--- src/debug_exc_pkg.sv ---
package debug_exc_pkg;

   // ----------------------------------------------------------------
   // Register numbers on the system coprocessor port
   // ----------------------------------------------------------------
   localparam logic [4:0]  REG_DEBUG_CONTROL_STATUS = 5'h10;
   localparam logic [4:0]  REG_DEBUG_RETURN_ADDRESS = 5'h11;

   // ----------------------------------------------------------------
   // Field positions in debug_control_status
   // ----------------------------------------------------------------
   localparam int BIT_BRANCH_DELAY  = 31;
   localparam int BIT_DEBUG_MODE    = 30;
   localparam int BIT_COINC_NMI     = 14;
   localparam int BIT_COINC_OTHER   = 12;
   localparam int BIT_TLB_EXC       = 11;
   localparam int BIT_BUS_ERROR     = 10;
   localparam int BIT_SINGLE_STEP   = 8;
   localparam int BIT_BREAKPOINT    = 1;
   localparam int BIT_STEP_EXC      = 0;

   // ----------------------------------------------------------------
   // Vectors and reset values
   // ----------------------------------------------------------------
   localparam logic [31:0] DEBUG_VECTOR       = 32'hBFC0_0200;
   localparam logic [31:0] RETURN_ADDR_RESET  = 32'h0000_0000;

   // Debug exception request from the pipeline
   typedef struct packed {
      logic        step;         // Single-step candidate instruction
      logic        brk;          // Soft debug break instruction executed
      logic        in_delay;     // Triggering instruction in delay slot
      logic        is_branch;    // Triggering instruction is a branch
      logic [31:0] pc;           // Address of triggering instruction
      logic [31:0] branch_pc;    // Address of preceding branch
      logic        nmi;          // Coincident non-maskable interrupt
      logic        other_exc;    // Coincident ordinary exception
   } debug_req_t;

   // Register port access
   typedef struct packed {
      logic        wr;
      logic [4:0]  addr;
      logic [31:0] wdata;
   } reg_access_t;

   typedef enum logic [1:0] {
      ST_RUN,
      ST_HANDLER,
      ST_EXEMPT
   } debug_state_t;

endpackage : debug_exc_pkg

--- src/debug_exception_unit.sv ---
`timescale 1ns/10ps
module debug_exception_unit (
   input  wire logic                       i_clk_sys,
   input  wire logic                       i_sys_rst,
   input  wire debug_exc_pkg::debug_req_t  i_req,
   input  wire logic                       i_retire,
   input  wire logic                       i_retire_in_delay,
   input  wire logic                       i_retire_is_branch,
   input  wire logic                       i_return_instr,
   input  wire logic                       i_nmi_req,
   input  wire logic                       i_ls_tlb_exc,
   input  wire logic                       i_ls_bus_err,
   input  wire logic                       i_cache_autolock,
   input  wire debug_exc_pkg::reg_access_t i_reg,
   output logic                            o_redirect,
   output logic [31:0]                     o_redirect_pc,
   output logic                            o_set_status_ku_ie,
   output logic                            o_ordinary_exc_update,
   output logic                            o_nmi_take,
   output logic                            o_ls_squash,
   output logic                            o_autolock_en,
   output logic                            o_step_active,
   output logic [31:0]                     o_reg_rdata
);

   // ----------------------------------------------------------------
   // State
   // ----------------------------------------------------------------
   debug_exc_pkg::debug_state_t state_reg;
   logic [31:0] return_addr_reg;
   logic        branch_delay_reg;
   logic        debug_mode_reg;
   logic        coinc_nmi_reg;
   logic        coinc_other_reg;
   logic        tlb_exc_reg;
   logic        bus_error_reg;
   logic        step_enable_reg;
   logic        breakpoint_reg;
   logic        step_exc_reg;
   logic        nmi_pending_reg;
   logic        exempt_branch_reg;

   logic        step_take;
   logic        brk_take;
   logic        enter;
   logic        ctl_wr;
   logic        ret_wr;
   logic        do_return;

   function automatic logic [31:0] pack_ctl(input logic bd, input logic dm, input logic ni,
                                            input logic oe, input logic tl, input logic bs,
                                            input logic ss, input logic bp, input logic st);
      logic [31:0] v;
      v = 32'h0000_0000;
      v[debug_exc_pkg::BIT_BRANCH_DELAY] = bd;
      v[debug_exc_pkg::BIT_DEBUG_MODE]   = dm;
      v[debug_exc_pkg::BIT_COINC_NMI]    = ni;
      v[debug_exc_pkg::BIT_COINC_OTHER]  = oe;
      v[debug_exc_pkg::BIT_TLB_EXC]      = tl;
      v[debug_exc_pkg::BIT_BUS_ERROR]    = bs;
      v[debug_exc_pkg::BIT_SINGLE_STEP]  = ss;
      v[debug_exc_pkg::BIT_BREAKPOINT]   = bp;
      v[debug_exc_pkg::BIT_STEP_EXC]     = st;
      return v;
   endfunction : pack_ctl

   // ----------------------------------------------------------------
   // Exception selection
   // ----------------------------------------------------------------
   // Step masked in handler, in delay slot and in the post-return exemption
   assign step_take = i_req.step && step_enable_reg && !debug_mode_reg
                      && !i_req.in_delay && (state_reg == debug_exc_pkg::ST_RUN);
   assign brk_take  = i_req.brk && !step_take && !debug_mode_reg;
   assign enter     = step_take || brk_take;
   assign do_return = i_return_instr && debug_mode_reg;
   assign ctl_wr    = i_reg.wr && (i_reg.addr == debug_exc_pkg::REG_DEBUG_CONTROL_STATUS);
   assign ret_wr    = i_reg.wr && (i_reg.addr == debug_exc_pkg::REG_DEBUG_RETURN_ADDRESS);

   // ----------------------------------------------------------------
   // Mode state machine
   // ----------------------------------------------------------------
   always_ff @(posedge i_clk_sys) begin
      if (i_sys_rst) begin
         state_reg         <= debug_exc_pkg::ST_RUN;
         exempt_branch_reg <= 1'b0;
      end else begin
         case (state_reg)
            debug_exc_pkg::ST_RUN: begin
               if (enter) begin
                  state_reg <= debug_exc_pkg::ST_HANDLER;
               end
            end
            debug_exc_pkg::ST_HANDLER: begin
               if (do_return) begin
                  state_reg         <= debug_exc_pkg::ST_EXEMPT;
                  exempt_branch_reg <= 1'b0;
               end
            end
            debug_exc_pkg::ST_EXEMPT: begin
               // Breakpoint may still hit during the exemption
               if (enter) begin
                  state_reg         <= debug_exc_pkg::ST_HANDLER;
                  exempt_branch_reg <= 1'b0;
               end else if (i_retire) begin
                  if (i_retire_is_branch && !exempt_branch_reg) begin
                     exempt_branch_reg <= 1'b1;
                  end else begin
                     state_reg         <= debug_exc_pkg::ST_RUN;
                     exempt_branch_reg <= 1'b0;
                  end
               end
            end
            default: begin
               state_reg <= debug_exc_pkg::ST_RUN;
            end
         endcase
      end
   end

   // ----------------------------------------------------------------
   // Debug mode and return address
   // ----------------------------------------------------------------
   always_ff @(posedge i_clk_sys) begin
      if (i_sys_rst) begin
         debug_mode_reg <= 1'b0;
      end else if (enter) begin
         debug_mode_reg <= 1'b1;
      end else if (do_return) begin
         debug_mode_reg <= 1'b0;
      end
   end

   always_ff @(posedge i_clk_sys) begin
      if (i_sys_rst) begin
         return_addr_reg <= debug_exc_pkg::RETURN_ADDR_RESET;
      end else if (enter) begin
         return_addr_reg <= i_req.in_delay ? i_req.branch_pc : i_req.pc;
      end else if (ret_wr) begin
         return_addr_reg <= i_reg.wdata;
      end
   end

   // ----------------------------------------------------------------
   // Debug control flags
   // ----------------------------------------------------------------
   always_ff @(posedge i_clk_sys) begin
      if (i_sys_rst) begin
         branch_delay_reg <= 1'b0;
         coinc_nmi_reg    <= 1'b0;
         coinc_other_reg  <= 1'b0;
         breakpoint_reg   <= 1'b0;
         step_exc_reg     <= 1'b0;
      end else if (enter) begin
         branch_delay_reg <= i_req.in_delay;
         coinc_nmi_reg    <= i_req.nmi;
         coinc_other_reg  <= i_req.other_exc && !i_req.nmi;
         breakpoint_reg   <= brk_take;
         step_exc_reg     <= step_take;
      end
   end

   always_ff @(posedge i_clk_sys) begin
      if (i_sys_rst) begin
         tlb_exc_reg <= 1'b0;
      end else if (debug_mode_reg && i_ls_tlb_exc) begin
         tlb_exc_reg <= 1'b1;
      end
   end

   always_ff @(posedge i_clk_sys) begin
      if (i_sys_rst) begin
         bus_error_reg <= 1'b0;
      end else if (debug_mode_reg && i_ls_bus_err) begin
         bus_error_reg <= 1'b1;
      end else if (ctl_wr && !i_reg.wdata[debug_exc_pkg::BIT_BUS_ERROR]) begin
         bus_error_reg <= 1'b0;
      end
   end

   always_ff @(posedge i_clk_sys) begin
      if (i_sys_rst) begin
         step_enable_reg <= 1'b0;
      end else if (ctl_wr) begin
         step_enable_reg <= i_reg.wdata[debug_exc_pkg::BIT_SINGLE_STEP];
      end
   end

   always_ff @(posedge i_clk_sys) begin
      if (i_sys_rst) begin
         nmi_pending_reg <= 1'b0;
      end else if (debug_mode_reg && i_nmi_req && !do_return) begin
         nmi_pending_reg <= 1'b1;
      end else if (!debug_mode_reg) begin
         nmi_pending_reg <= 1'b0;
      end
   end

   // ----------------------------------------------------------------
   // Outputs
   // ----------------------------------------------------------------
   always_ff @(posedge i_clk_sys) begin
      if (i_sys_rst) begin
         o_redirect            <= 1'b0;
         o_redirect_pc         <= debug_exc_pkg::RETURN_ADDR_RESET;
         o_set_status_ku_ie    <= 1'b0;
         o_ordinary_exc_update <= 1'b0;
         o_nmi_take            <= 1'b0;
      end else begin
         o_redirect            <= enter || do_return;
         o_redirect_pc         <= enter ? debug_exc_pkg::DEBUG_VECTOR
                                        : return_addr_reg;
         o_set_status_ku_ie    <= do_return;
         // Ordinary registers load only for the coincident exception
         o_ordinary_exc_update <= enter && (i_req.nmi || i_req.other_exc);
         o_nmi_take            <= do_return && (nmi_pending_reg || i_nmi_req);
      end
   end

   always_ff @(posedge i_clk_sys) begin
      if (i_sys_rst) begin
         o_ls_squash   <= 1'b0;
         o_autolock_en <= 1'b0;
         o_step_active <= 1'b0;
      end else begin
         o_ls_squash   <= debug_mode_reg && i_ls_tlb_exc;
         o_autolock_en <= i_cache_autolock && !(debug_mode_reg || enter) && !do_return ? 1'b1
                          : (i_cache_autolock && do_return);
         o_step_active <= step_enable_reg && !debug_mode_reg;
      end
   end

   always_ff @(posedge i_clk_sys) begin
      if (i_sys_rst) begin
         o_reg_rdata <= 32'h0000_0000;
      end else begin
         case (i_reg.addr)
            debug_exc_pkg::REG_DEBUG_CONTROL_STATUS: begin
               o_reg_rdata <= pack_ctl(branch_delay_reg, debug_mode_reg, coinc_nmi_reg,
                                       coinc_other_reg, tlb_exc_reg, bus_error_reg,
                                       step_enable_reg, breakpoint_reg, step_exc_reg);
            end
            debug_exc_pkg::REG_DEBUG_RETURN_ADDRESS: begin
               o_reg_rdata <= return_addr_reg;
            end
            default: begin
               o_reg_rdata <= 32'h0000_0000;
            end
         endcase
      end
   end

   // ----------------------------------------------------------------
   // Checks
   // ----------------------------------------------------------------
   AST_ENTRY_VECTOR: assert property (@(posedge i_clk_sys) disable iff (i_sys_rst)
      enter |=> o_redirect && o_redirect_pc == debug_exc_pkg::DEBUG_VECTOR)
      else $error("Entry did not redirect to debug vector");
   AST_RETURN_ADDR: assert property (@(posedge i_clk_sys) disable iff (i_sys_rst)
      enter |=> return_addr_reg == $past(i_req.in_delay ? i_req.branch_pc : i_req.pc))
      else $error("Return address not captured");
   AST_MODE_SET: assert property (@(posedge i_clk_sys) disable iff (i_sys_rst)
      enter |=> debug_mode_reg ##1 !o_step_active)
      else $error("Debug mode not set on entry");
   AST_RETURN: assert property (@(posedge i_clk_sys) disable iff (i_sys_rst)
      do_return |=> !debug_mode_reg && o_set_status_ku_ie && o_redirect_pc == $past(return_addr_reg))
      else $error("Return sequence wrong");
   AST_STEP_OVER_BRK: assert property (@(posedge i_clk_sys) disable iff (i_sys_rst)
      enter |=> breakpoint_reg != step_exc_reg)
      else $error("Step and breakpoint together");
   AST_NO_REENTRY: assert property (@(posedge i_clk_sys) disable iff (i_sys_rst)
      debug_mode_reg && !do_return |=> !o_redirect)
      else $error("Debug exception taken in handler");
   AST_ONE_COINC: assert property (@(posedge i_clk_sys) disable iff (i_sys_rst)
      !(coinc_nmi_reg && coinc_other_reg))
      else $error("Both coincidence flags set");
   AST_BUS_ERR: assert property (@(posedge i_clk_sys) disable iff (i_sys_rst)
      debug_mode_reg && i_ls_bus_err |=> bus_error_reg)
      else $error("Bus error flag not set");
   AST_AUTOLOCK: assert property (@(posedge i_clk_sys) disable iff (i_sys_rst)
      debug_mode_reg && $past(debug_mode_reg) |-> !o_autolock_en)
      else $error("Auto-lock active in handler");
   AST_EXEMPT: assert property (@(posedge i_clk_sys) disable iff (i_sys_rst)
      do_return |=> state_reg == debug_exc_pkg::ST_EXEMPT && !step_take)
      else $error("Step raised on return target");
   COV_STEP: cover property (@(posedge i_clk_sys) disable iff (i_sys_rst) step_take);
   COV_BRK_DELAY: cover property (@(posedge i_clk_sys) disable iff (i_sys_rst) brk_take && i_req.in_delay);
   COV_NMI_HELD: cover property (@(posedge i_clk_sys) disable iff (i_sys_rst) do_return && nmi_pending_reg);

endmodule : debug_exception_unit

--- config.mk ---
export PLATFORM = sky130hd
export DESIGN_NAME = debug_exception_unit
export DESIGN_NICKNAME = d
export VERILOG_FILES = /design/src/debug_exc_pkg.sv /design/src/debug_exception_unit.sv
export SDC_FILE = /design/constraint.sdc
export NUM_CORES = 1
export LEC_CHECK = 0
export BUFFER_PORTS_ARGS = -buffer_cell sky130_fd_sc_hd__buf_2
export CAP_MARGIN = 20
export CORE_MARGIN = 2
export CORE_UTILIZATION = 40
export CTS_CLUSTER_DIAMETER = 200
export DETAILED_ROUTE_END_ITERATION = 10
export HOLD_SLACK_MARGIN = 0.03
export MAX_ROUTING_LAYER = met4
export PLACE_DENSITY_LB_ADDON = 0.25
export SLEW_MARGIN = 0
export SYNTH_ARGS = -nofsm -noshare
export SYNTH_HDL_FRONTEND = slang
export SYNTH_SLANG_ARGS = --single-unit
--- constraint.sdc ---
create_clock -name i_clk_sys -period 1.7 [get_ports i_clk_sys]
set_clock_uncertainty 0.15 [all_clocks]
set_input_delay 0.34 -clock i_clk_sys [delete_from_list [all_inputs] [get_ports i_clk_sys]]
set_output_delay 0.34 -clock i_clk_sys [all_outputs]
set_load 0.1 [all_outputs]
==> flow_metrics.env, run 1 <==
export IMPL_crit_type="reg -> reg"
export IMPL_path_cells="nand2b_4, o41a_4, buf_6, or3b_1, a21oi_1"
export IMPL_io_buffers=186
export IMPL_met3WireLength_um=697
export IMPL_setup_violations=29
export IMPL_fin_crit_sh=1.04
export IMPL_synth_cell_types=31
export IMPL_grt_pass1_wl_um=19900
export IMPL_maxCapViolCount=0
export IMPL_initial_core_util=0.414
export IMPL_critPathLaunchType="flop"
export IMPL_max_freq_mhz=565
export IMPL_clockBufferDepth=2
export IMPL_final_cell_area_um2=7260
export IMPL_die_area_um2=11600
export IMPL_overflow=0
export IMPL_dieHeight_um=108
export IMPL_reg2reg_from="state_reg[1]$_SDFFE_PP0P_"
export IMPL_crit_start="state_reg[1]$_SDFFE_PP0P_"
export IMPL_post_route_drc_count=0
export IMPL_totalWireLength_um=13700
export IMPL_die_width_um=108
export IMPL_yosysWarningCount=0
export IMPL_endpoint_kind="flop"
export IMPL_max_slew_margin=0.683
export IMPL_rsz0062_at_grt="yes"
export IMPL_syn_to_final_growth_pct=69.2
export IMPL_synthCells=462
export IMPL_wl_met1_um=5370
export IMPL_clock_sinks=116
export IMPL_violations="negative setup slack"
export IMPL_outcome="finished with violations"
export IMPL_highest_layer="met4"
export IMPL_routedWlPerCell_um=15.9
export IMPL_cts_made_buffers=17
export IMPL_drt_iter0_markers=207
export IMPL_dp_hpwl_um=8320
export IMPL_nets=828
export IMPL_p_leak_uw=0.00320
export IMPL_grt_pass1_vias=4361
export IMPL_vdd_ir_drop_max_v=0.000667
export IMPL_clock_latency_ns=0.49
export IMPL_required_ns=1.97
export IMPL_path_max_fanout=3
export IMPL_fp_row_count=37
export IMPL_yosysSeqAreaShare=0.541
export IMPL_multi_input_area_um2=2110
export IMPL_synth_fp_nets=580
export IMPL_place_area_um2=5550
export IMPL_tns_ns=-0.824
export IMPL_ant_nets=0
export IMPL_hold_class="in -> reg"
export IMPL_worstMarginPinSlew_ns=0.475
export IMPL_wl_met2_um=7280
export IMPL_period_minus_slack_ns=1.77
export IMPL_grt_max_degree=35
export IMPL_cp_arrival_ns=2.04
export IMPL_p_per_area_nw_per_um2=1090
export IMPL_slew_viol_final=0
export IMPL_dr_total_vias=4357
export IMPL_gr_usage_all_layers=0.227
export IMPL_via_per_inst=5.07
export IMPL_drive_above_1_share=0.454
export IMPL_setup_ws_ns=-0.0704
export IMPL_floorplan_core_area_um2=10400
export IMPL_ys_ff_latch=116
export IMPL_cp_slowest_stage_delay_ns=0.48
export IMPL_clk_pin_slew_worst_paths_ns=0.06
export IMPL_drtPass1Iterations=4
export IMPL_fillers=782
export IMPL_synth_cell_area_um2=4290
export IMPL_hold_violations=0
export IMPL_slowest_stage="o41a_4"
export IMPL_routabilityCongestion=0.787
export IMPL_cts_tree="built"
export IMPL_htreeDepth=4
export IMPL_antenna_found_initial=1
export IMPL_cts_root_buffer="clkbuf_8"
export IMPL_seqCellArea_um2=2330
export IMPL_syn_avg_cell_area_um2=9.29
export IMPL_hold_path_startpoint="i_req[3]"
export IMPL_io_pins=189
-- critical path: cells and delay by family, from the launching register on --
family	cells	cell delay (ns)
AO/OA/AOI/OAI	2	0.61
buffers and inverters	1	0.14
flip-flops	1	0.32
AND/OR/NAND/NOR	2	0.48
-- stage by stage --
step	setup WS (ns)	power, uW	util	hold slack (ns)	std cells
4_1_cts	-0.0609	7820	0.667	0.0582	854
3_5_place_dp	-0.235	3950	0.535	0.297	779
3_3_place_gp	-0.202	3930	0.535	0.293	779
6_report	-0.0704	7890	0.700	0.0735	860
2_1_floorplan	0.00186	3620	-	0.276	462
5_1_grt	-0.101	8160	0.700	0.0830	860
-- per-layer routing --
| metal | global-route usage | vias up |
|---|---|---|
| met4 | 0.104 | 0 |
| li1 | - | 2117 |
| met3 | 0.0490 | 32 |
| met5 | - | - |
| met1 | 0.235 | 2060 |
| met2 | 0.410 | 148 |
-- cells in the final DEF (no fill, tap or decap), types with 4 or more instances in the layout --
cell type | netlist | layout
bufinv_16 | 0 | 4
buf_12 | 0 | 6
a211oi_2 | 0 | 24
buf_6 | 0 | 13
nor2b_1 | 35 | 35
clkbuf_16 | 0 | 17
a311oi_2 | 0 | 11
a22oi_1 | 9 | 9
buf_2 | 12 | 115
and2_1 | 25 | 7
nor2_1 | 17 | 17
a211oi_4 | 0 | 4
a211oi_1 | 33 | 5
dfxtp_1 | 116 | 113
inv_1 | 12 | 12
a311oi_1 | 33 | 22
nand2_1 | 71 | 71
clkinvlp_4 | 0 | 4
and3_1 | 24 | 24
buf_4 | 0 | 92
dlygate4sd3_1 | 0 | 42
and2_4 | 0 | 18
a21oi_1 | 21 | 21
-- synth_stat cells, drive strengths merged --
cell	n	area [um^2]
a21o	2	15.0
nor2	17	63.8
nor2b	35	219
inv	12	45.0
nor4b	1	15.0
nor3b	1	7.51
or3b	1	8.76
and3	24	150
a2bb2oi	1	8.76
nand2b	4	25.0
nand3	2	10.0
o21a	1	7.51
a211oi	33	248
mux2i	1	10.0
a21bo	1	10.0
nor4	1	6.26
o41a	1	11.3
a21oi	21	105
and2	25	156
nand2	71	267
a22oi	9	67.6
buf	16	75.1
dfxtp	116	2320
clkbuf	24	90.1
nor3	4	20.0
and4	1	8.76
o21ai	1	5.00
nand4b	2	17.5
a311oi	33	289
a31oi	1	6.26
-- cell type report --
| type | instances | area share |
|---|---|---|
| antenna | 1 | 0.000345 |
| clock inverter | 14 | 0.0274 |
| inverter | 12 | 0.00620 |
| multi-input combinational | 294 | 0.291 |
| timing repair buffer | 269 | 0.272 |
| clock buffer | 18 | 0.0589 |
| tap | 136 | 0.0234 |
| sequential | 116 | 0.320 |
-- logic make-up after synthesis --
| family | Yosys count | share of synthesized area |
|---|---|---|
| buffers and inverters | 52 | 0.0490 |
| AO/OA/AOI/OAI | 104 | 0.180 |
| flip-flops | 116 | 0.541 |
| AND/OR/NAND/NOR | 189 | 0.227 |
| multiplexers | 1 | 0.00233 |
-- where the power goes --
group	internal [uW]	switching [uW]
Combinational	489	766
Sequential	2850	71.5
Clock	2430	1270
Total	5780	2110
-- path summary, 6_finish.rpt --
kind,endpoint,slack [ns],cells after the start
max,coinc_other_reg$_SDFFE_PP0P_,-0.07,5
min,return_addr_reg[1]$_SDFFE_PP0P_,0.07,3
max reg2reg,coinc_other_reg$_SDFFE_PP0P_,-0.07,5
min reg2reg,o_redirect_pc[22]$_SDFF_PP0_,0.30,2
-- repair_timing --
action	CTS	global route
gates cloned	0	2
hold buffers	42	0
buffers inserted	1	3
resized for setup	100	62
setup endpoints to repair	114	61
pin swaps	4	17
endpoints found under the hold margin	46	0
No activity file was read; power rests on OpenSTA's default activity.
==> inputs of run 2 (changes only) <==
--- a/config.mk
+++ b/config.mk
@@ -7,6 +7,7 @@
 export LEC_CHECK = 0
 export BUFFER_PORTS_ARGS = -buffer_cell sky130_fd_sc_hd__buf_2
 export CAP_MARGIN = 20
+export CORE_ASPECT_RATIO = 1.4
 export CORE_MARGIN = 2
 export CORE_UTILIZATION = 40
 export CTS_CLUSTER_DIAMETER = 200
==> flow_metrics.env, run 2 (same netlist as run 1, synthesis figures left out) <==
export IMPL_outcome="finished with violations"
export IMPL_violations="negative setup slack"
export IMPL_fp_row_count=44
export IMPL_die_area_um2=11600
export IMPL_stdcell_count=817
export IMPL_fin_crit_sh=1.06
export IMPL_p_leak_uw=0.00296
export IMPL_clock_latency_ns=0.41
export IMPL_cts_tree="built"
export IMPL_power_uw=7670
export IMPL_ant_nets=0
export IMPL_cp_arrival_ns=1.99
export IMPL_p_clk_frac=0.478
export IMPL_power_share_switching=0.258
export IMPL_maxCapViolCount=0
export IMPL_nets=785
export IMPL_slew_viol_final=0
export IMPL_grt_pass1_vias=4160
export IMPL_setup_violations=28
export IMPL_syn_to_final_growth_pct=49.6
export IMPL_required_ns=1.89
export IMPL_final_cell_mix="buf_2, dfxtp_1, nand2_1"
export IMPL_dieHeight_um=127
export IMPL_drive_above_1_share=0.408
export IMPL_cp_slowest_stage_delay_ns=0.47
export IMPL_grt_max_degree=66
export IMPL_dp_slack_ns=-0.199
export IMPL_rsz0062_at_grt="yes"
export IMPL_drtPass1Iterations=4
export IMPL_endpoint_kind="flop"
export IMPL_io_buffers=186
export IMPL_io_pins=189
export IMPL_totalWireLength_um=13000
export IMPL_layout_commonest_cell="buf_2"
export IMPL_path_cells="nand2b_4, o41a_4, buf_12, or3b_1, a21oi_1"
export IMPL_slowest_stage="o41a_4"
export IMPL_p_per_area_nw_per_um2=1190
export IMPL_max_slew_margin=0.660
export IMPL_antenna_found_initial=0
export IMPL_via_per_inst=5.05
export IMPL_fillers=917
export IMPL_worstMarginPinSlew_ns=0.513
export IMPL_gr_usage_all_layers=0.228
export IMPL_p_int_uw=5690
export IMPL_hold_class="in -> reg"
export IMPL_initial_core_util=0.412
export IMPL_holdWs_ns=0.0458
export IMPL_critPathLaunchType="flop"
export IMPL_period_minus_slack_ns=1.80
export IMPL_clock_sinks=116
export IMPL_cts_root_buffer="clkbuf_16"
export IMPL_cts_made_buffers=17
export IMPL_setup_ws_ns=-0.103
export IMPL_hold_violations=0
export IMPL_routabilityCongestion=0.838
export IMPL_post_route_drc_count=0
export IMPL_htreeDepth=4
export IMPL_max_freq_mhz=555
export IMPL_dp_hpwl_um=8680
export IMPL_clk_pin_slew_worst_paths_ns=0.05
export IMPL_num_antenna_cells=0
export IMPL_power_frac_comb=0.141
export IMPL_vdd_ir_drop_max_v=0.000709
export IMPL_seq_power_share=0.381
export IMPL_floorplan_core_area_um2=10400
export IMPL_routedWlPerCell_um=15.9
export IMPL_die_width_um=91.5
export IMPL_clockBufferDepth=2
export IMPL_path_max_fanout=20
export IMPL_grt_pass1_wl_um=20000
export IMPL_dr_total_vias=4127
export IMPL_placed_cells=778
export IMPL_p_switching_uw=1980
export IMPL_overflow=0
export IMPL_drt_iter0_markers=137
export IMPL_crit_type="reg -> reg"
## run 2: per-stage QoR
step	util	cell area [um^2]	setup TNS, ns
3_5_place_dp	0.531	5530	-5.35
3_3_place_gp	0.531	5530	-4.11
4_1_cts	0.603	6280	-0.962
6_report	0.617	6420	-1.14
2_1_floorplan	-	4290	0
5_1_grt	0.617	6420	-2.36
## run 2: critical path, delay by kind of cell, from the launching register on
family | cells | cell delay (ns)
DFF | 1 | 0.31
buffers and inverters | 1 | 0.17
and+or+nand+nor | 2 | 0.49
AOI/OAI and AO/OA | 2 | 0.60
## run 2: power groups by stage
stage / Clock (uW) / Combinational, uW / Sequential (uW)
6_report: 3660 / 1080 / 2920
5_1_grt: 3840 / 1150 / 2930
4_1_cts: 3700 / 1030 / 2920
3_5_place_dp: 0 / 972 / 2980
3_3_place_gp: 0 / 958 / 2970
2_1_floorplan: 0 / 296 / 3330
## run 2: final timing paths
check	slack (ns)	cells after the start	to	start
max	-0.10	5	coinc_other_reg$_SDFFE_PP0P_	state_reg[1]$_SDFFE_PP0P_
min reg2reg	0.31	2	o_redirect_pc[22]$_SDFF_PP0_	return_addr_reg[22]$_SDFFE_PP0P_
max reg2reg	-0.10	5	coinc_other_reg$_SDFFE_PP0P_	state_reg[1]$_SDFFE_PP0P_
min	0.05	3	return_addr_reg[29]$_SDFFE_PP0P_	i_reg[29]
## run 2: cell type report
type,count,area [um^2],share of cell area
clock inverters,10,156,0.0244
clock buffers,21,450,0.0702
repair buffers,226,1370,0.213
multi-input cells,294,1910,0.297
flip-flops and latches,116,2320,0.362
inverters,12,45.0,0.00702
well taps,138,173,0.0269
## run 2: layer usage
metal / vias to the layer above / share of wire / GRT usage
met5: - / 0 / -
met4: 0 / 0.026 / 0.104
met3: 26 / 0.054 / 0.0576
met2: 160 / 0.53 / 0.406
met1: 1916 / 0.39 / 0.235
li1: 2025 / - / -
## run 2: timing repair
action,4_1_cts,5_1_grt
setup buffers,1,1
hold endpoints to repair,2,0
pin swaps,10,5
cloned,1,3
hold buffers,2,0
setup endpoints to repair,33,37
gates resized for setup,15,13
